$ cat src/sbst_pkg.sv
// Purpose: Shared constants and types for the secure board self-test sequencer and its station controller.
// Assumes: One 125 MHz clock for both ends.
// Notes: Long counts are defaults for top-level parameters.
package sbst_pkg;
	localparam int CLK_MHZ = 125;
	localparam int DEV_WDOG_MS = 16;
	localparam int DEV_WDOG_CYC = DEV_WDOG_MS * CLK_MHZ * 1000;
	localparam int FLASH_ON_MS = 250;
	localparam int FLASH_ON_CYC = FLASH_ON_MS * CLK_MHZ * 1000;
	localparam int FLASH_OFF_MS = 250;
	localparam int FLASH_OFF_CYC = FLASH_OFF_MS * CLK_MHZ * 1000;
	localparam int IRQ_PERIOD_US = 667;
	localparam int IRQ_WAIT_CYC = 3 * IRQ_PERIOD_US * CLK_MHZ;
	localparam int DISP_S = 5;
	localparam int DISP_CYC = DISP_S * CLK_MHZ * 1000000;
	localparam int CTL_WDOG_MS = 100;
	localparam int CTL_WDOG_CYC = CTL_WDOG_MS * CLK_MHZ * 1000;
	localparam int HOLD_MIN_MS = 10;
	localparam int HOLD_MIN_CYC = HOLD_MIN_MS * CLK_MHZ * 1000;
	localparam logic [7:0] XRAM_LAST = 8'hFF;
	localparam logic [3:0] IRAM_LAST = 4'hF;
	localparam logic [7:0] QUEUE_BASE = 8'hF0;
	localparam logic [7:0] ALL_ONES = 8'hFF;
	localparam logic [7:0] ALL_ZERO = 8'h00;
	localparam int ERR_FATAL_BIT = 7;
	localparam logic [7:0] ERR_IRAM = 8'h83;
	localparam logic [2:0] FLASH_XRAM = 3'h4;
	localparam logic [2:0] FLASH_IRQ = 3'h2;
	localparam logic [15:0] SCI_BAUD_DIV = 16'h0100;
	localparam logic [7:0] SCI_FRAME = 8'h01;

	typedef enum logic [10:0] {
		S_INIT = 11'h001,
		S_LAMP = 11'h002,
		S_XRAM = 11'h004,
		S_IRQ = 11'h008,
		S_IRAM = 11'h010,
		S_LINK = 11'h020,
		S_SEND = 11'h040,
		S_EXT = 11'h080,
		S_BG = 11'h100,
		S_FLASH = 11'h200,
		S_HALT = 11'h400
	} sbst_dev_state_t;

	typedef enum logic [3:0] {
		C_HOLD = 4'h1,
		C_RUN = 4'h2,
		C_SHOW = 4'h4,
		C_STALL = 4'h8
	} sbst_ctl_state_t;
endpackage

$ cat src/sbst_link_if.sv
// Purpose: Link between the secure board and the station controller.
// Assumes: Both ends on clk_sys.
// Notes: code_valid holds until code_ready is seen high.
interface sbst_link_if;
	logic exp_rst_n;
	logic fail_led;
	logic code_valid;
	logic [7:0] code;
	logic code_ready;
	logic link_alive;
	modport dev (input exp_rst_n, input code_ready, input link_alive, output fail_led, output code_valid, output code);
	modport ctl (output exp_rst_n, output code_ready, output link_alive, input fail_led, input code_valid, input code);
endinterface

$ cat src/sbst_device.sv
// Purpose: Secure board power-up self-test sequencer.
// Assumes: External RAM samples addr/we/re on a rising edge, rdata valid the cycle after.
// Notes: External and audio tests live outside; this block only starts them.
module sbst_device #(
	parameter int WDOG_CYC = sbst_pkg::DEV_WDOG_CYC,
	parameter int IRQ_WAIT = sbst_pkg::IRQ_WAIT_CYC,
	parameter int FLASH_ON = sbst_pkg::FLASH_ON_CYC,
	parameter int FLASH_OFF = sbst_pkg::FLASH_OFF_CYC
) (
	input wire logic clk_sys,
	input wire logic nrst,
	sbst_link_if.dev lnk,
	input wire logic rx_irq,
	input wire logic tx_irq,
	input wire logic [7:0] mux_data,
	output logic [7:0] xram_addr,
	output logic [7:0] xram_wdata,
	output logic xram_we,
	output logic xram_re,
	input wire logic [7:0] xram_rdata,
	input wire logic [7:0] iram_stuck,
	output logic ext_test_start,
	input wire logic ext_test_done,
	output logic tx_code_detect_indicator_led,
	output logic rx_code_detect_indicator_led,
	output logic rx_code_detect_indicator_start,
	output logic tx_code_detect_indicator_start,
	output logic link_poll,
	output logic [15:0] sys_timer,
	output logic mux_rd,
	output logic [7:0] mux_rd_data,
	output logic [15:0] sci_baud_div,
	output logic [7:0] sci_frame,
	output logic own_wdog_reset
);
	sbst_pkg::sbst_dev_state_t state;
	logic h1, hard_rst_n, s1, rst_n, wdog_rst, wdog_armed;
	logic [31:0] wdog_cnt, tmr;
	logic [9:0] pin_s1, pin_s2;
	logic [1:0] irq_d;
	logic rx_edge, tx_edge, irq_en, rx_seen, tx_seen;
	logic [2:0] sub;
	logic [3:0] idx, qcnt, qidx;
	logic [7:0] iram [16];
	logic fail_led, flash_start, flash_led, flash_done;
	logic [2:0] flash_cnt;
	wire hard_arst_n = nrst & lnk.exp_rst_n;
	wire soft_arst_n = hard_rst_n & ~wdog_rst;
	wire wdog_fire = wdog_armed && (wdog_cnt == 32'(WDOG_CYC - 1));

	function automatic logic [7:0] qaddr(input logic [3:0] i);
		qaddr = sbst_pkg::QUEUE_BASE + {4'h0, i};
	endfunction

	// Hard reset comes only from power or the controller line
	always_ff @(posedge clk_sys or negedge hard_arst_n) begin
		if (!hard_arst_n) begin
			h1 <= 1'b0;
			hard_rst_n <= 1'b0;
		end else begin
			h1 <= 1'b1;
			hard_rst_n <= h1;
		end
	end

	always_ff @(posedge clk_sys or negedge soft_arst_n) begin
		if (!soft_arst_n) begin
			s1 <= 1'b0;
			rst_n <= 1'b0;
		end else begin
			s1 <= 1'b1;
			rst_n <= s1;
		end
	end

	// Survives the watchdog's own reset so later tests know the cause
	always_ff @(posedge clk_sys or negedge hard_rst_n) begin
		if (!hard_rst_n) begin
			wdog_rst <= 1'b0;
			own_wdog_reset <= 1'b0;
		end else begin
			wdog_rst <= wdog_fire;
			if (wdog_rst) begin
				own_wdog_reset <= 1'b1;
			end
		end
	end

	// Serviced everywhere except while reporting by lamp (S_FLASH) and while halted (S_HALT)
	always_ff @(posedge clk_sys or negedge rst_n) begin
		if (!rst_n) begin
			wdog_cnt <= 32'h0000_0000;
		end else if (!wdog_armed || (state != sbst_pkg::S_FLASH && state != sbst_pkg::S_HALT)) begin
			wdog_cnt <= 32'h0000_0000;
		end else if (!wdog_fire) begin
			wdog_cnt <= wdog_cnt + 32'h0000_0001;
		end
	end

	always_ff @(posedge clk_sys or negedge rst_n) begin
		if (!rst_n) begin
			pin_s1 <= 10'h000;
			pin_s2 <= 10'h000;
			irq_d <= 2'h0;
		end else begin
			pin_s1 <= {rx_irq, tx_irq, mux_data};
			pin_s2 <= pin_s1;
			irq_d <= pin_s2[9:8];
		end
	end
	assign rx_edge = pin_s2[9] & ~irq_d[1];
	assign tx_edge = pin_s2[8] & ~irq_d[0];

	always_ff @(posedge clk_sys or negedge rst_n) begin
		if (!rst_n) begin
			rx_code_detect_indicator_start <= 1'b0;
			link_poll <= 1'b0;
			sys_timer <= 16'h0000;
			tx_code_detect_indicator_start <= 1'b0;
			mux_rd <= 1'b0;
			mux_rd_data <= 8'h00;
		end else begin
			rx_code_detect_indicator_start <= irq_en & rx_edge;
			link_poll <= irq_en & rx_edge;
			if (irq_en && rx_edge) begin
				sys_timer <= sys_timer + 16'h0001;
			end
			tx_code_detect_indicator_start <= irq_en & tx_edge;
			mux_rd <= irq_en & tx_edge;
			if (irq_en && tx_edge) begin
				mux_rd_data <= pin_s2[7:0];
			end
		end
	end

	// On-chip RAM kept out of the reset process: contents are not reset
	always_ff @(posedge clk_sys) begin
		if (state == sbst_pkg::S_IRAM && sub == 3'h0) begin
			iram[idx] <= sbst_pkg::ALL_ONES;
		end else if (state == sbst_pkg::S_IRAM && sub == 3'h2) begin
			iram[idx] <= sbst_pkg::ALL_ZERO;
		end
	end

	sbst_flasher #(.ON_CYC(FLASH_ON), .OFF_CYC(FLASH_OFF)) u_flash (
		.clk_sys(clk_sys),
		.rst_n(rst_n),
		.start(flash_start),
		.count(flash_cnt),
		.led(flash_led),
		.done(flash_done)
	);

	assign lnk.fail_led = fail_led | flash_led;

	always_ff @(posedge clk_sys or negedge rst_n) begin
		if (!rst_n) begin
			state <= sbst_pkg::S_INIT;
			fail_led <= 1'b1;
			wdog_armed <= 1'b0;
			sci_baud_div <= 16'h0000;
			sci_frame <= 8'h00;
			tx_code_detect_indicator_led <= 1'b0;
			rx_code_detect_indicator_led <= 1'b0;
			xram_addr <= 8'h00;
			xram_wdata <= 8'h00;
			xram_we <= 1'b0;
			xram_re <= 1'b0;
			sub <= 3'h0;
			idx <= 4'h0;
			qcnt <= 4'h0;
			qidx <= 4'h0;
			tmr <= 32'h0000_0000;
			irq_en <= 1'b0;
			rx_seen <= 1'b0;
			tx_seen <= 1'b0;
			flash_start <= 1'b0;
			flash_cnt <= 3'h0;
			ext_test_start <= 1'b0;
			lnk.code_valid <= 1'b0;
			lnk.code <= 8'h00;
		end else begin
			xram_we <= 1'b0;
			xram_re <= 1'b0;
			flash_start <= 1'b0;
			ext_test_start <= 1'b0;
			case (state)
				sbst_pkg::S_INIT: begin
					wdog_armed <= 1'b1;
					sci_baud_div <= sbst_pkg::SCI_BAUD_DIV;
					sci_frame <= sbst_pkg::SCI_FRAME;
					state <= sbst_pkg::S_LAMP;
				end
				sbst_pkg::S_LAMP: begin
					tx_code_detect_indicator_led <= 1'b1;
					rx_code_detect_indicator_led <= 1'b1;
					xram_addr <= 8'h00;
					sub <= 3'h0;
					state <= sbst_pkg::S_XRAM;
				end
				sbst_pkg::S_XRAM: begin
					case (sub)
						3'h0, 3'h3: begin
							if (sub == 3'h3 && xram_rdata != sbst_pkg::ALL_ONES) begin
								flash_cnt <= sbst_pkg::FLASH_XRAM;
								flash_start <= 1'b1;
								state <= sbst_pkg::S_FLASH;
							end else begin
								xram_we <= 1'b1;
								xram_wdata <= (sub == 3'h0) ? sbst_pkg::ALL_ONES : sbst_pkg::ALL_ZERO;
								sub <= sub + 3'h1;
							end
						end
						3'h1, 3'h4: begin
							xram_re <= 1'b1;
							sub <= sub + 3'h1;
						end
						3'h6: begin
							if (xram_rdata != sbst_pkg::ALL_ZERO) begin
								flash_cnt <= sbst_pkg::FLASH_XRAM;
								flash_start <= 1'b1;
								state <= sbst_pkg::S_FLASH;
							end else if (xram_addr == sbst_pkg::XRAM_LAST) begin
								irq_en <= 1'b1;
								tmr <= 32'h0000_0000;
								state <= sbst_pkg::S_IRQ;
							end else begin
								xram_addr <= xram_addr + 8'h01;
								sub <= 3'h0;
							end
						end
						default: begin
							sub <= sub + 3'h1;
						end
					endcase
				end
				sbst_pkg::S_IRQ: begin
					rx_seen <= rx_seen | rx_edge;
					tx_seen <= tx_seen | tx_edge;
					tmr <= tmr + 32'h0000_0001;
					if (rx_seen && tx_seen) begin
						idx <= 4'h0;
						sub <= 3'h0;
						state <= sbst_pkg::S_IRAM;
					end else if (tmr == 32'(IRQ_WAIT - 1)) begin
						flash_cnt <= sbst_pkg::FLASH_IRQ;
						flash_start <= 1'b1;
						state <= sbst_pkg::S_FLASH;
					end
				end
				sbst_pkg::S_IRAM: begin
					case (sub)
						3'h0: begin
							sub <= 3'h1;
						end
						3'h2: begin
							sub <= 3'h3;
						end
						default: begin
							if ((iram[idx] & ~iram_stuck) != ((sub == 3'h1) ? sbst_pkg::ALL_ONES : sbst_pkg::ALL_ZERO)) begin
								xram_addr <= qaddr(qcnt);
								xram_wdata <= sbst_pkg::ERR_IRAM;
								xram_we <= 1'b1;
								qcnt <= qcnt + 4'h1;
								state <= sbst_pkg::S_LINK;
							end else if (sub == 3'h1) begin
								sub <= 3'h2;
							end else if (idx == sbst_pkg::IRAM_LAST) begin
								state <= sbst_pkg::S_LINK;
							end else begin
								idx <= idx + 4'h1;
								sub <= 3'h0;
							end
						end
					endcase
				end
				sbst_pkg::S_LINK: begin
					if (lnk.link_alive) begin
						qidx <= 4'h0;
						sub <= 3'h0;
						state <= sbst_pkg::S_SEND;
					end
				end
				sbst_pkg::S_SEND: begin
					case (sub)
						3'h0: begin
							if (qidx == qcnt) begin
								state <= sbst_pkg::S_EXT;
							end else begin
								xram_addr <= qaddr(qidx);
								xram_re <= 1'b1;
								sub <= 3'h1;
							end
						end
						3'h1: begin
							sub <= 3'h2;
						end
						3'h2: begin
							lnk.code <= xram_rdata;
							lnk.code_valid <= 1'b1;
							sub <= 3'h3;
						end
						default: begin
							if (lnk.code_ready) begin
								lnk.code_valid <= 1'b0;
								qidx <= qidx + 4'h1;
								sub <= 3'h0;
							end
						end
					endcase
				end
				sbst_pkg::S_EXT: begin
					if (own_wdog_reset) begin
						state <= sbst_pkg::S_BG;
					end else if (sub == 3'h0) begin
						ext_test_start <= 1'b1;
						sub <= 3'h1;
					end else if (ext_test_done) begin
						state <= sbst_pkg::S_BG;
					end
				end
				sbst_pkg::S_BG: begin
					fail_led <= 1'b0;
				end
				sbst_pkg::S_FLASH: begin
					// Hand the lamp over only once the flasher lights it, so no false blink
					if (flash_led) begin
						fail_led <= 1'b0;
					end
					if (flash_done && !flash_start) begin
						state <= sbst_pkg::S_HALT;
					end
				end
				default: begin
					// Halt forever; only the watchdog or a hard reset gets us out
					state <= sbst_pkg::S_HALT;
				end
			endcase
		end
	end
endmodule // sbst_device

$ cat src/sbst_flasher.sv
// Purpose: Flash a lamp a given number of times.
// Assumes: start is a one-cycle pulse.
// Notes: An off interval follows the last flash before done rises.
module sbst_flasher #(
	parameter int ON_CYC = sbst_pkg::FLASH_ON_CYC,
	parameter int OFF_CYC = sbst_pkg::FLASH_OFF_CYC
) (
	input wire logic clk_sys,
	input wire logic rst_n,
	input wire logic start,
	input wire logic [2:0] count,
	output logic led,
	output logic done
);
	logic [31:0] tmr;
	logic [2:0] left;
	logic busy;

	always_ff @(posedge clk_sys or negedge rst_n) begin
		if (!rst_n) begin
			tmr <= 32'h0000_0000;
			left <= 3'h0;
			busy <= 1'b0;
			led <= 1'b0;
			done <= 1'b0;
		end else if (start) begin
			tmr <= 32'h0000_0000;
			left <= count;
			busy <= 1'b1;
			led <= 1'b1;
			done <= 1'b0;
		end else if (busy) begin
			if (tmr == 32'(led ? ON_CYC - 1 : OFF_CYC - 1)) begin
				tmr <= 32'h0000_0000;
				if (led) begin
					led <= 1'b0;
					left <= left - 3'h1;
				end else if (left == 3'h0) begin
					busy <= 1'b0;
					done <= 1'b1;
				end else begin
					led <= 1'b1;
				end
			end else begin
				tmr <= tmr + 32'h0000_0001;
			end
		end
	end
endmodule // sbst_flasher

$ cat src/flat_wrapper.sv
// flat-port wrapper written by rule: the top's interface ports become plain ports
module sbst_device_flat 
#(
	parameter int WDOG_CYC = sbst_pkg::DEV_WDOG_CYC,
	parameter int IRQ_WAIT = sbst_pkg::IRQ_WAIT_CYC,
	parameter int FLASH_ON = sbst_pkg::FLASH_ON_CYC,
	parameter int FLASH_OFF = sbst_pkg::FLASH_OFF_CYC
)
  (clk_sys, nrst, rx_irq, tx_irq, mux_data, xram_addr, xram_wdata, xram_we, xram_re, xram_rdata, iram_stuck, ext_test_start, ext_test_done, tx_code_detect_indicator_led, rx_code_detect_indicator_led, rx_code_detect_indicator_start, tx_code_detect_indicator_start, link_poll, sys_timer, mux_rd, mux_rd_data, sci_baud_div, sci_frame, own_wdog_reset, lnk_exp_rst_n, lnk_code_ready, lnk_link_alive, lnk_fail_led, lnk_code_valid, lnk_code);
  sbst_link_if lnk_i ();
  input wire logic clk_sys;
  input wire logic nrst;
  input wire logic rx_irq;
  input wire logic tx_irq;
  input wire logic [7:0] mux_data;
  output logic [7:0] xram_addr;
  output logic [7:0] xram_wdata;
  output logic xram_we;
  output logic xram_re;
  input wire logic [7:0] xram_rdata;
  input wire logic [7:0] iram_stuck;
  output logic ext_test_start;
  input wire logic ext_test_done;
  output logic tx_code_detect_indicator_led;
  output logic rx_code_detect_indicator_led;
  output logic rx_code_detect_indicator_start;
  output logic tx_code_detect_indicator_start;
  output logic link_poll;
  output logic [15:0] sys_timer;
  output logic mux_rd;
  output logic [7:0] mux_rd_data;
  output logic [15:0] sci_baud_div;
  output logic [7:0] sci_frame;
  output logic own_wdog_reset;
  input wire logic [$bits(lnk_i.exp_rst_n)-1:0] lnk_exp_rst_n;
  input wire logic [$bits(lnk_i.code_ready)-1:0] lnk_code_ready;
  input wire logic [$bits(lnk_i.link_alive)-1:0] lnk_link_alive;
  output wire logic [$bits(lnk_i.fail_led)-1:0] lnk_fail_led;
  output wire logic [$bits(lnk_i.code_valid)-1:0] lnk_code_valid;
  output wire logic [$bits(lnk_i.code)-1:0] lnk_code;
  assign lnk_i.exp_rst_n = lnk_exp_rst_n;
  assign lnk_i.code_ready = lnk_code_ready;
  assign lnk_i.link_alive = lnk_link_alive;
  assign lnk_fail_led = lnk_i.fail_led;
  assign lnk_code_valid = lnk_i.code_valid;
  assign lnk_code = lnk_i.code;
  sbst_device #(.WDOG_CYC(WDOG_CYC), .IRQ_WAIT(IRQ_WAIT), .FLASH_ON(FLASH_ON), .FLASH_OFF(FLASH_OFF)) u_core (.clk_sys(clk_sys), .nrst(nrst), .lnk(lnk_i), .rx_irq(rx_irq), .tx_irq(tx_irq), .mux_data(mux_data), .xram_addr(xram_addr), .xram_wdata(xram_wdata), .xram_we(xram_we), .xram_re(xram_re), .xram_rdata(xram_rdata), .iram_stuck(iram_stuck), .ext_test_start(ext_test_start), .ext_test_done(ext_test_done), .tx_code_detect_indicator_led(tx_code_detect_indicator_led), .rx_code_detect_indicator_led(rx_code_detect_indicator_led), .rx_code_detect_indicator_start(rx_code_detect_indicator_start), .tx_code_detect_indicator_start(tx_code_detect_indicator_start), .link_poll(link_poll), .sys_timer(sys_timer), .mux_rd(mux_rd), .mux_rd_data(mux_rd_data), .sci_baud_div(sci_baud_div), .sci_frame(sci_frame), .own_wdog_reset(own_wdog_reset));
endmodule
$ cat config.mk
export PLATFORM = sky130hd
export DESIGN_NAME = sbst_device_flat
export DESIGN_NICKNAME = d
export VERILOG_FILES = /design/src/sbst_pkg.sv /design/src/sbst_link_if.sv /design/src/sbst_device.sv /design/src/sbst_flasher.sv /design/src/flat_wrapper.sv
export SDC_FILE = /design/constraint.sdc
export NUM_CORES = 1
export LEC_CHECK = 0
export BUFFER_PORTS_ARGS = -buffer_cell sky130_fd_sc_hd__buf_2
export CORE_MARGIN = 2
export CORE_UTILIZATION = 50
export DETAILED_ROUTE_END_ITERATION = 12
export GPL_TIMING_DRIVEN = 0
export PLACE_DENSITY = 0.65
export REMOVE_ABC_BUFFERS = 1
export SYNTH_ARGS = -nofsm -noshare
export SYNTH_HDL_FRONTEND = slang
export SYNTH_SLANG_ARGS = --single-unit
$ cat constraint.sdc
create_clock -name clk_sys -period 9 [get_ports clk_sys]
set_input_delay 2.25 -clock clk_sys [delete_from_list [all_inputs] [get_ports clk_sys]]
set_output_delay 2.25 -clock clk_sys [all_outputs]
set_load 0.05 [all_outputs]
==> results of run 1 <==
==> cell families (layout without fill, tap and decap cells) <==
kind of cell | Yosys count | count (layout)
xor+xnor | 92 | 92
other cells | 2 | 25
mux | 34 | 34
fa+ha+maj | 15 | 15
simple gates | 492 | 492
flops | 229 | 229
buf+inv | 100 | 177
compound gates | 169 | 169
==> stage by stage <==
stage	area, µm²	cells	utilization	hold WS, ns	power [mW]
floorplan	11100	1084	-	0.0182	1.10
global placement	11900	1462	0.529	0.0288	1.12
detailed placement	12100	1469	0.537	0.0316	1.12
CTS	13000	1517	0.577	0.0370	2.24
global route	13000	1518	0.577	0.0492	2.28
finish	13000	1518	0.577	0.0320	2.21
==> power by group through the flow <==
| stage | logic, mW | registers (mW) | clock network (mW) |
|---|---|---|---|
| after detailed placement | 0.0526 | 1.07 | 0 |
| after global placement | 0.0325 | 1.08 | 0 |
| final | 0.0512 | 1.05 | 1.10 |
| after CTS | 0.0526 | 1.05 | 1.13 |
| after global routing | 0.0569 | 1.05 | 1.17 |
| after floorplan | 0.0232 | 1.08 | 0 |
==> flip-flops by register name (all words and copies together) (netlist names), 10 cells and up <==
name                cells
u_core.sys_timer       16
u_core.u_flash.tmr     32
u_core.state           11
u_core.iram            16
u_core.pin_s1          10
u_core.tmr             32
u_core.pin_s2          10
u_core.wdog_cnt        32
==> Yosys cell counts, drive strengths merged, types with 4 or more instances <==
master | number | area [µm²]
o31ai | 8 | 60.1
clkbuf | 24 | 91.3
mux2 | 27 | 304
nand2b | 7 | 43.8
and2 | 22 | 138
edfxtp | 16 | 480
dfrtp | 211 | 5280
nor4b | 7 | 76.3
nand4 | 37 | 231
a21oi | 38 | 190
a31oi | 7 | 43.8
nor3b | 9 | 72.6
inv | 28 | 105
nor4 | 25 | 193
buf | 48 | 320
a21o | 4 | 30.0
nor2 | 121 | 457
or2 | 7 | 43.8
xnor2 | 45 | 394
nand2 | 88 | 330
o22ai | 7 | 43.8
nor3 | 26 | 166
or4 | 5 | 38.8
mux2i | 5 | 50.1
and4 | 8 | 70.1
or4b | 6 | 63.8
ha | 15 | 188
o21ai | 70 | 350
nand3 | 56 | 280
xor2 | 47 | 412
or3 | 26 | 164
nor2b | 9 | 56.3
o31a | 4 | 35.0
and3 | 27 | 169
==> worst paths after layout <==
path / from / to / slack [ns] / depth (start not counted)
worst min-delay path: u_core.hard_rst_n / u_core.own_wdog_reset / 0.03 / 0
worst min register to register: u_core.hard_rst_n / u_core.own_wdog_reset / 0.03 / 0
max in group asynchronous: nrst / u_core.hard_rst_n / 7.26 / 2
worst max-delay path: xram_rdata[4] / u_core.tmr[30] / 4.18 / 9
min in group clk_sys: u_core.pin_s1[2] / u_core.pin_s2[2] / 0.35 / 0
worst max register to register: u_core.state[3] / u_core.tmr[30] / 4.81 / 8
==> final cells by class <==
| cell class | count | share of cell area |
|---|---|---|
| multi-input combinational | 827 | 0.399 |
| tap | 285 | 0.0274 |
| inverter | 28 | 0.00809 |
| timing repair buffer | 101 | 0.0478 |
| sequential | 229 | 0.448 |
| clock buffer | 40 | 0.0612 |
| clock inverter | 8 | 0.00886 |
==> critical path, delay by kind of cell <==
kind,cells,cell delay (ns)
XOR/XNOR,1,0.14
buffers and inverters,2,0.35
AND/OR/NAND/NOR,5,2.11
AO/OA/AOI/OAI,1,0.36
==> metal layers <==
metal / up-vias / part of all wire / wire length (µm)
met3: 51 / 0.046 / 1110
met1: 4151 / 0.47 / 11300
met4: 0 / 0.029 / 691
met5: - / 0 / 0
met2: 202 / 0.46 / 11000
li1: 4144 / - / -
==> results.ini, run 1 <==
[clock_network]
clk_path_buf_depth=3
post_cts_buffers=0
clkTransAtPathRegs_ns=0.06
tritoncts=built
cts_sinks=229
h-tree-depth=1
clk_latency_ns=0.53
cts_made_buffers=26
cts-resized-gates=0
hold_buffers=0
cts-root-buf=clkbuf_16

[placed_design]
place_ws_ns=3.67
io_buffers=93
dp_hpwl_um=16900
gp_congestion=0.853

[min_path]
hold_class=register to async pin

[cells_and_area]
fill_cells=1948
layout_commonest_cell=dfrtp_1
multi_input_area_mm2=0.00518
finalNetCount=1260
drive_above_1_share=0.165
register_area_mm2=0.00582
syn2layout_area_growth_pct=13.8
final_cell_mix=dfrtp_1, nor2_1, buf_2
antenna_cells=0

[detailed_routing]
ant_nets=0
vias=8548
firstDrtPassIters=5
vias_per_cell=5.63
drtIter0Drc=615
wl_um=24100
avgRoutedWirePerCell_um=15.9
drc_errors=0

[power_and_ir_drop]
ir_drop_v=0.000118
p_leak_nw=5.80
seqPwrFrac=0.476
switching_share=0.208
combinationalPowerShare=0.023
internal-power_mw=1.75
p_sw_uw=460
clockPowerShare=0.501
power_density_mw_per_mm2=170

[setup_path]
worstPathArrival_ns=5.23
crit_type=input port to register
cp_data_required_time_ns=9.41
cp_max_fo=25
crit_path_end_kind=register
crit_chain=buf_2 -> nor4_1 -> nand3_1 -> nor3_4 -> buf_16 -> o2111ai_1 -> or3_1 -> xnor2_1 -> nor2_1
worst_path_max_delay_cell=nor3_4
critPathMaxStageDelay_ns=0.66
start_kind=input port

[synth]
synth_xor_area_frac=0.0706
synth_flop_cell=dfrtp_1
synthSimpleGateAreaFrac=0.232
netlist_instances=1133
post_synth.cell_area_avg_um2=10.1
synth_edf_count=16
ys_types=79
yosysWarnings=0
synth_compound_area_frac=0.0908
synth_top_family_by_area=simple AND/OR/NAND/NOR gates
synthAdderAreaFrac=0.0164
yosysSeqAreaShare=0.509
synthArstFlopShare=0.930
ys_ff_latch=229
synth.mux.area_fraction=0.0350
netlist_area_mm2=0.0114

[global_routing]
use_met2=0.323
grt_pass1_vias=8181
antenna_found_initial=0
grt_max_degree=64
grt_pass1_wl_um=40600
grt_usage=0.203
grtUsageMet1=0.293
grt_overflow=0
grt_util_met3=0.0265
top_usage_layer=met2

[sta]
skew_ns=0.0156
worst_slack_ns=4.18
relSlewSlack=0.358
finalCriticalPeriod_ns=4.82
finalMaxSlewViolations=0
fin_crit_sh=0.535
hold_viol=0
finalSetupTns_ns=0
rsz0062_at_grt=no
setup_violations=0
clock.fmax_ghz=0.208
tightest_slew_ns=0.960

[die]
die-width_um=155
row_count=55
num_io_pins=116
core_mm2=0.0225
start_util=0.507
die_area_mm2=0.0240
die_y_um=155

[outcome]
status=finished, final reports clean

[run]
drv_cap=0

Note: power is estimated with default switching activity, not from simulation.
==> run 2, diff against run 1 <==
--- a/config.mk
+++ b/config.mk
@@ -10,7 +10,7 @@
 export CORE_UTILIZATION = 50
 export DETAILED_ROUTE_END_ITERATION = 12
 export GPL_TIMING_DRIVEN = 0
-export PLACE_DENSITY = 0.65
+export PLACE_DENSITY = 0.68
 export REMOVE_ABC_BUFFERS = 1
 export SYNTH_ARGS = -nofsm -noshare
 export SYNTH_HDL_FRONTEND = slang
==> constraint.sdc (replaced) <==
create_clock -name clk_sys -period 3.86 [get_ports clk_sys]
set_input_delay 0.965 -clock clk_sys [delete_from_list [all_inputs] [get_ports clk_sys]]
set_output_delay 0.965 -clock clk_sys [all_outputs]
set_load 0.05 [all_outputs]
==> run 2 against run 1 <==
Clock-buffer cell count unchanged. Global-route usage up 0.14 points. Final area down 1.4%. Highest routed layer unchanged. Sequential cell count unchanged. Via count up 0.29%. Core utilization down 0.79 points. Routed wire length up 1.7%. Clock skew down 0.0059 ns. Largest cell class unchanged. First-iteration DRC count down 0.81%. Combinational power up 130%. Largest power group is now registers.
==> results.ini, run 2 (synthesis results as in run 1) <==
[outcome]
status=finished, final reports clean

[setup_path]
critPathMaxStageDelay_ns=0.81
cp_max_fo=11
r2r-end=u_core.tmr[30]
crit_start=u_core.state[3]
crit_chain=nor4_1 -> nand4_1 -> buf_4 -> nor3_4 -> o2111ai_1 -> or3_1 -> xnor2_1 -> nor2_1
start_kind=register
cp_data_required_time_ns=4.23
reg2reg_slack_ns=0.39
critPathBufInv=1
crit_type=register to register
crit_family=simple AND/OR/NAND/NOR gates
endpoint=u_core.tmr[30]
worstPathArrival_ns=3.84
r2r-start=u_core.state[3]
worst_path_max_delay_cell=nor4_1
cp.depth=8
crit_path_end_kind=register
reg2reg_depth=8

[die]
num_io_pins=116
row_count=55
die-width_um=155
start_util=0.507
die_area_mm2=0.0240
die_y_um=155
core_mm2=0.0225

[power_and_ir_drop]
ir_drop_v=0.000308
p_leak_nw=5.70
power_density_mw_per_mm2=369
p_total_mw=4.73

[cells_and_area]
fill_cells=1973
multi_input_area_mm2=0.00520
antenna_cells=0
drive_above_1_share=0.159
fin_area_mm2=0.0128
finalNetCount=1262
final_cell_mix=dfrtp_1, nor2_1, buf_2
syn2layout_area_growth_pct=12.3
register_area_mm2=0.00582
reg.largest.list=u_core.tmr: 32 flops, u_core.u_flash.tmr: 32 flops, u_core.wdog_cnt: 32 flops
layout_commonest_cell=dfrtp_1

[placed_design]
gp_congestion=0.866
place_area_mm2=0.0121
dp_hpwl_um=16800
io_buffers=93

[clock_network]
cts-root-buf=clkbuf_16
clk_latency_ns=0.52
clkTransAtPathRegs_ns=0.06
clk_path_buf_depth=3
hold_buffers=0
cts_sinks=229
h-tree-depth=1
cts_made_buffers=25
tritoncts=built

[global_routing]
grt_overflow=0
grt_usage=0.205
grt_max_degree=57
grt_pass1_vias=8058
grt_pass1_wl_um=40600
antenna_found_initial=0

[sta]
hold_viol=0
setup_violations=0
relSlewSlack=0.142
finalSetupTns_ns=0
finalCriticalPeriod_ns=3.47
clock.fmax_ghz=0.288
rsz0062_at_grt=no
tightest_slew_ns=1.28
finalMaxSlewViolations=0
skew_ns=0.00973
hold_ws_ns=0.0270
fin_crit_sh=0.899

[detailed_routing]
wl_um=24500
ant_nets=0
drtIter0Drc=610
avgRoutedWirePerCell_um=16.1
drc_errors=0
firstDrtPassIters=5
vias=8573
vias_per_cell=5.65

[min_path]
hold_class=register to async pin

[run]
drv_cap=0

-- run 2: changes by cell type in the layout (fill, tap and decap cells not counted), sizes merged --
cell and change:
bufinv -3, buf +1, nand4 +1, clkinv -1, nor3 +1
-- run 2: where the power goes --
part           internal (mW)  switching, mW  total (mW)
Combinational         0.0231         0.0946       0.118
Clock                   1.23          0.921        2.16
Sequential              2.44         0.0158        2.45
Total                   3.69           1.03        4.73
-- run 2: area by class of cell --
| cell class | count | area share |
|---|---|---|
| sequential | 229 | 0.454 |
| multi-input combinational | 829 | 0.406 |
| clock buffer | 40 | 0.0548 |
| timing repair buffer | 102 | 0.0480 |
| tap | 285 | 0.0278 |
| inverter | 28 | 0.00820 |
| clock inverter | 4 | 0.00156 |
-- run 2: worst reg2reg max path: cells and delay by family (launching register included) --
kind | cells | cell delay (ns)
and+or+nand+nor | 5 | 2.05
DFF | 1 | 0.49
AOI/OAI and AO/OA | 1 | 0.44
xor gates and xnor gates | 1 | 0.14
buffers and inverters | 1 | 0.20
-- run 2: per-stage QoR --
stage | setup slack (ns) | cells | util
5_1_grt | 0.175 | 1517 | 0.569
2_1_floorplan | -2.39 | 1084 | -
6_report | 0.390 | 1517 | 0.569
3_3_place_gp | -4.94 | 1462 | 0.529
3_5_place_dp | -0.423 | 1469 | 0.536
4_1_cts | 0.448 | 1517 | 0.569
-- run 2: worst min path at each step --
stage	startpoint	endpoint	slack [ns]	cells after the start
after floorplan	u_core.hard_rst_n	u_core.own_wdog_reset	0.02	0
after global placement	u_core.hard_rst_n	u_core.own_wdog_reset	0.03	0
after detailed placement	u_core.hard_rst_n	u_core.wdog_rst	0.03	0
after CTS	u_core.hard_rst_n	u_core.own_wdog_reset	0.03	0
after global routing	u_core.hard_rst_n	u_core.own_wdog_reset	0.04	0
final	u_core.hard_rst_n	u_core.own_wdog_reset	0.03	0
-- run 2: layer usage --
layer / track usage / share of wire
met1: 0.294 / 0.46
met2: 0.330 / 0.46
met3: 0.0326 / 0.052
met4: 0.0476 / 0.019
met5: 0 / 0
-- run 2: repair_timing --
action                                  4_1_cts  5_1_grt
endpoints found under the setup margin       14        0
resized for setup                             0        0
buffers inserted                              2        0
==> run 3, diff against run 2 <==
--- a/config.mk
+++ b/config.mk
@@ -14,4 +14,5 @@
 export REMOVE_ABC_BUFFERS = 1
 export SYNTH_ARGS = -nofsm -noshare
 export SYNTH_HDL_FRONTEND = slang
+export SYNTH_HIERARCHICAL = 1
 export SYNTH_SLANG_ARGS = --single-unit
==> run 3 against run 2 <==
Core utilization is 0.88 points higher. Final area grew 2.2%. Area after synthesis is 0.86% higher. Power rose by 11%. Register-to-register slack better by 0.11 ns. Sequential power about the same. Global-route usage is 0.36 points lower. Via count up 1.1%. Routed wire length shrank 1.1%. Clock-buffer cell count shrank 8. Critical path depth shrank 1. Critical endpoint is now u_core/tmr[31]. Fmax up 3.2%.
==> results.ini, run 3 <==
[outcome]
status=finished, final reports clean

[synth]
yosysWarnings=6
synth_flop_cell=dfrtp_1
yosysTopAreaCellShare=0.459
yosysSeqAreaShare=0.505
netlist_area_mm2=0.0115
yosys.area.top_type=dfrtp_1
synthArstFlopShare=0.930
synth_common_cells=dfrtp_1, nor2_1, nand2_1
synth.most_common_cell=dfrtp_1
post_synth.cell_area_avg_um2=10.0
synth_edf_count=16
ys_ff_latch=229
ys_types=84
synth_area_leaders=dfrtp_1, edfxtp_1, nor2_1, xor2_1, nand2_1
netlist_instances=1148

[global_routing]
grt_overflow=0
antenna_found_initial=0
grt_pass1_wl_um=40700
grt_usage=0.201
grt_max_degree=53
grt_pass1_vias=8195

[clock_network]
clk_latency_ns=0.53
post_cts_buffers=0
hold_buffers=0
h-tree-depth=1
cts_sinks=229
tritoncts=built
cts_made_buffers=25
cts-resized-gates=0
clk_path_buf_depth=3
cts-root-buf=clkbuf_16
clkTransAtPathRegs_ns=0.06

[power_and_ir_drop]
ir_drop_v=0.000234
p_leak_nw=5.87
power_density_mw_per_mm2=402

[die]
core_mm2=0.0226
num_io_pins=116
die_area_mm2=0.0242
row_count=55
start_util=0.508
die-width_um=156
die_y_um=156

[setup_path]
crit_path_end_kind=register
cp_max_fo=13
crit_type=register to register
worstPathArrival_ns=3.74
start_kind=register
cp_data_required_time_ns=4.24
reg2reg_depth=7

[placed_design]
dp_hpwl_um=16900
io_buffers=93
place_ws_ns=0.103
dp.cells=1489
gp_congestion=0.854

[detailed_routing]
firstDrtPassIters=5
vias=8664
drtIter0Drc=605
vias_per_cell=5.64
ant_nets=0
drc_errors=0
avgRoutedWirePerCell_um=15.8
wl_um=24200

[cells_and_area]
stdcell_count=1535
syn2layout_area_growth_pct=13.8
drive_above_1_share=0.162
finalNetCount=1278
final_cell_mix=dfrtp_1, nor2_1, nand2_1
antenna_cells=0
layout_commonest_cell=dfrtp_1
reg.largest.list=u_core/tmr: 32 flops, u_core/u_flash/tmr: 32 flops, u_core/wdog_cnt: 32 flops
fill_cells=1980

[sta]
skew_ns=0.0165
tightest_slew_ns=1.10
rsz0062_at_grt=no
clock.fmax_ghz=0.297
worst_slack_ns=0.497
setup_violations=0
finalCriticalPeriod_ns=3.36
hold_viol=0
finalMaxSlewViolations=0
relSlewSlack=0.262
fin_crit_sh=0.871

[min_path]
hold_class=register to async pin

[run]
drv_cap=0

==> run 3: cell types whose count changed after synthesis, sizes merged, moves of 10 or more <==
cell and delta:
nor3 +12, nand2 +25, nand4 +13, o21ai -33, and2 -10
==> run 3: final timing paths <==
path / from / to / slack, ns
max reg2reg: u_core/state[9] / u_core/tmr[31] / 0.50
max in group asynchronous: u_core/rst_n / u_core/fail_led / 2.51
min: u_core/hard_rst_n / u_core/wdog_rst / 0.04
max: u_core/state[9] / u_core/tmr[31] / 0.50
min reg2reg: u_core/hard_rst_n / u_core/wdog_rst / 0.04
min in group clk_sys: u_core/pin_s1[8] / u_core/pin_s2[8] / 0.35
==> run 3: final cells by class <==
class / count / area, µm² / area share
inverter: 29 / 109 / 0.00831
tap: 285 / 357 / 0.0272
clock buffer: 32 / 692 / 0.0528
sequential: 229 / 5820 / 0.444
timing repair buffer: 100 / 613 / 0.0468
clock inverter: 14 / 239 / 0.0183
multi-input combinational: 846 / 5270 / 0.402
==> run 3: kinds of logic (layout without fill, tap and decap cells) <==
| group | after synthesis | after routing | synth area share |
|---|---|---|---|
| AND/OR/NAND/NOR | 542 | 542 | 0.255 |
| XOR/XNOR | 99 | 99 | 0.0753 |
| flip-flops | 229 | 229 | 0.505 |
| other | 2 | 26 | 0.000652 |
| AO/OA/AOI/OAI | 142 | 142 | 0.0790 |
| buffers and inverters | 97 | 175 | 0.0457 |
| multiplexers | 22 | 22 | 0.0233 |
| adder cells (fa/ha/maj) | 15 | 15 | 0.0163 |
==> run 3: report_power, final <==
part	internal [mW]	total (mW)	switching, mW
clock network	1.67	2.66	0.988
logic	0.0331	0.152	0.119
registers	2.44	2.45	0.0109
total	4.15	5.26	1.12
==> run 3: routing by layer <==
metal / GRT usage / wire, µm / vias up / share of wire
met2: 0.323 / 11400 / 199 / 0.47
met1: 0.286 / 11200 / 4231 / 0.46
met4: 0.0564 / 465 / 0 / 0.019
li1: - / - / 4201 / -
met3: 0.0297 / 1170 / 33 / 0.048
met5: 0 / 0 / - / 0
==> run 3: worst max-delay path, stage by stage, from the launching register on <==
cell and delay, ns:
dfrtp_1 0.45, nor4_2 0.57, and4_1 0.64, a31oi_1 0.28, or3_1 0.58, or4_1 0.47
xor2_1 0.16, nor2_1 0.05
==> run 3: stage by stage <==
step | total power [mW] | hold WS, ns | util | area [µm²] | setup TNS [ns]
finish | 5.26 | 0.0372 | 0.578 | 13100 | 0
global route | 5.46 | 0.0504 | 0.578 | 13100 | 0
CTS | 5.34 | 0.0440 | 0.578 | 13100 | 0
detailed placement | 2.65 | 0.0394 | 0.537 | 12200 | 0
global placement | 2.64 | 0.0330 | 0.530 | 12000 | -1022.36
floorplan | 2.60 | 0.0182 | - | 11200 | -491.76
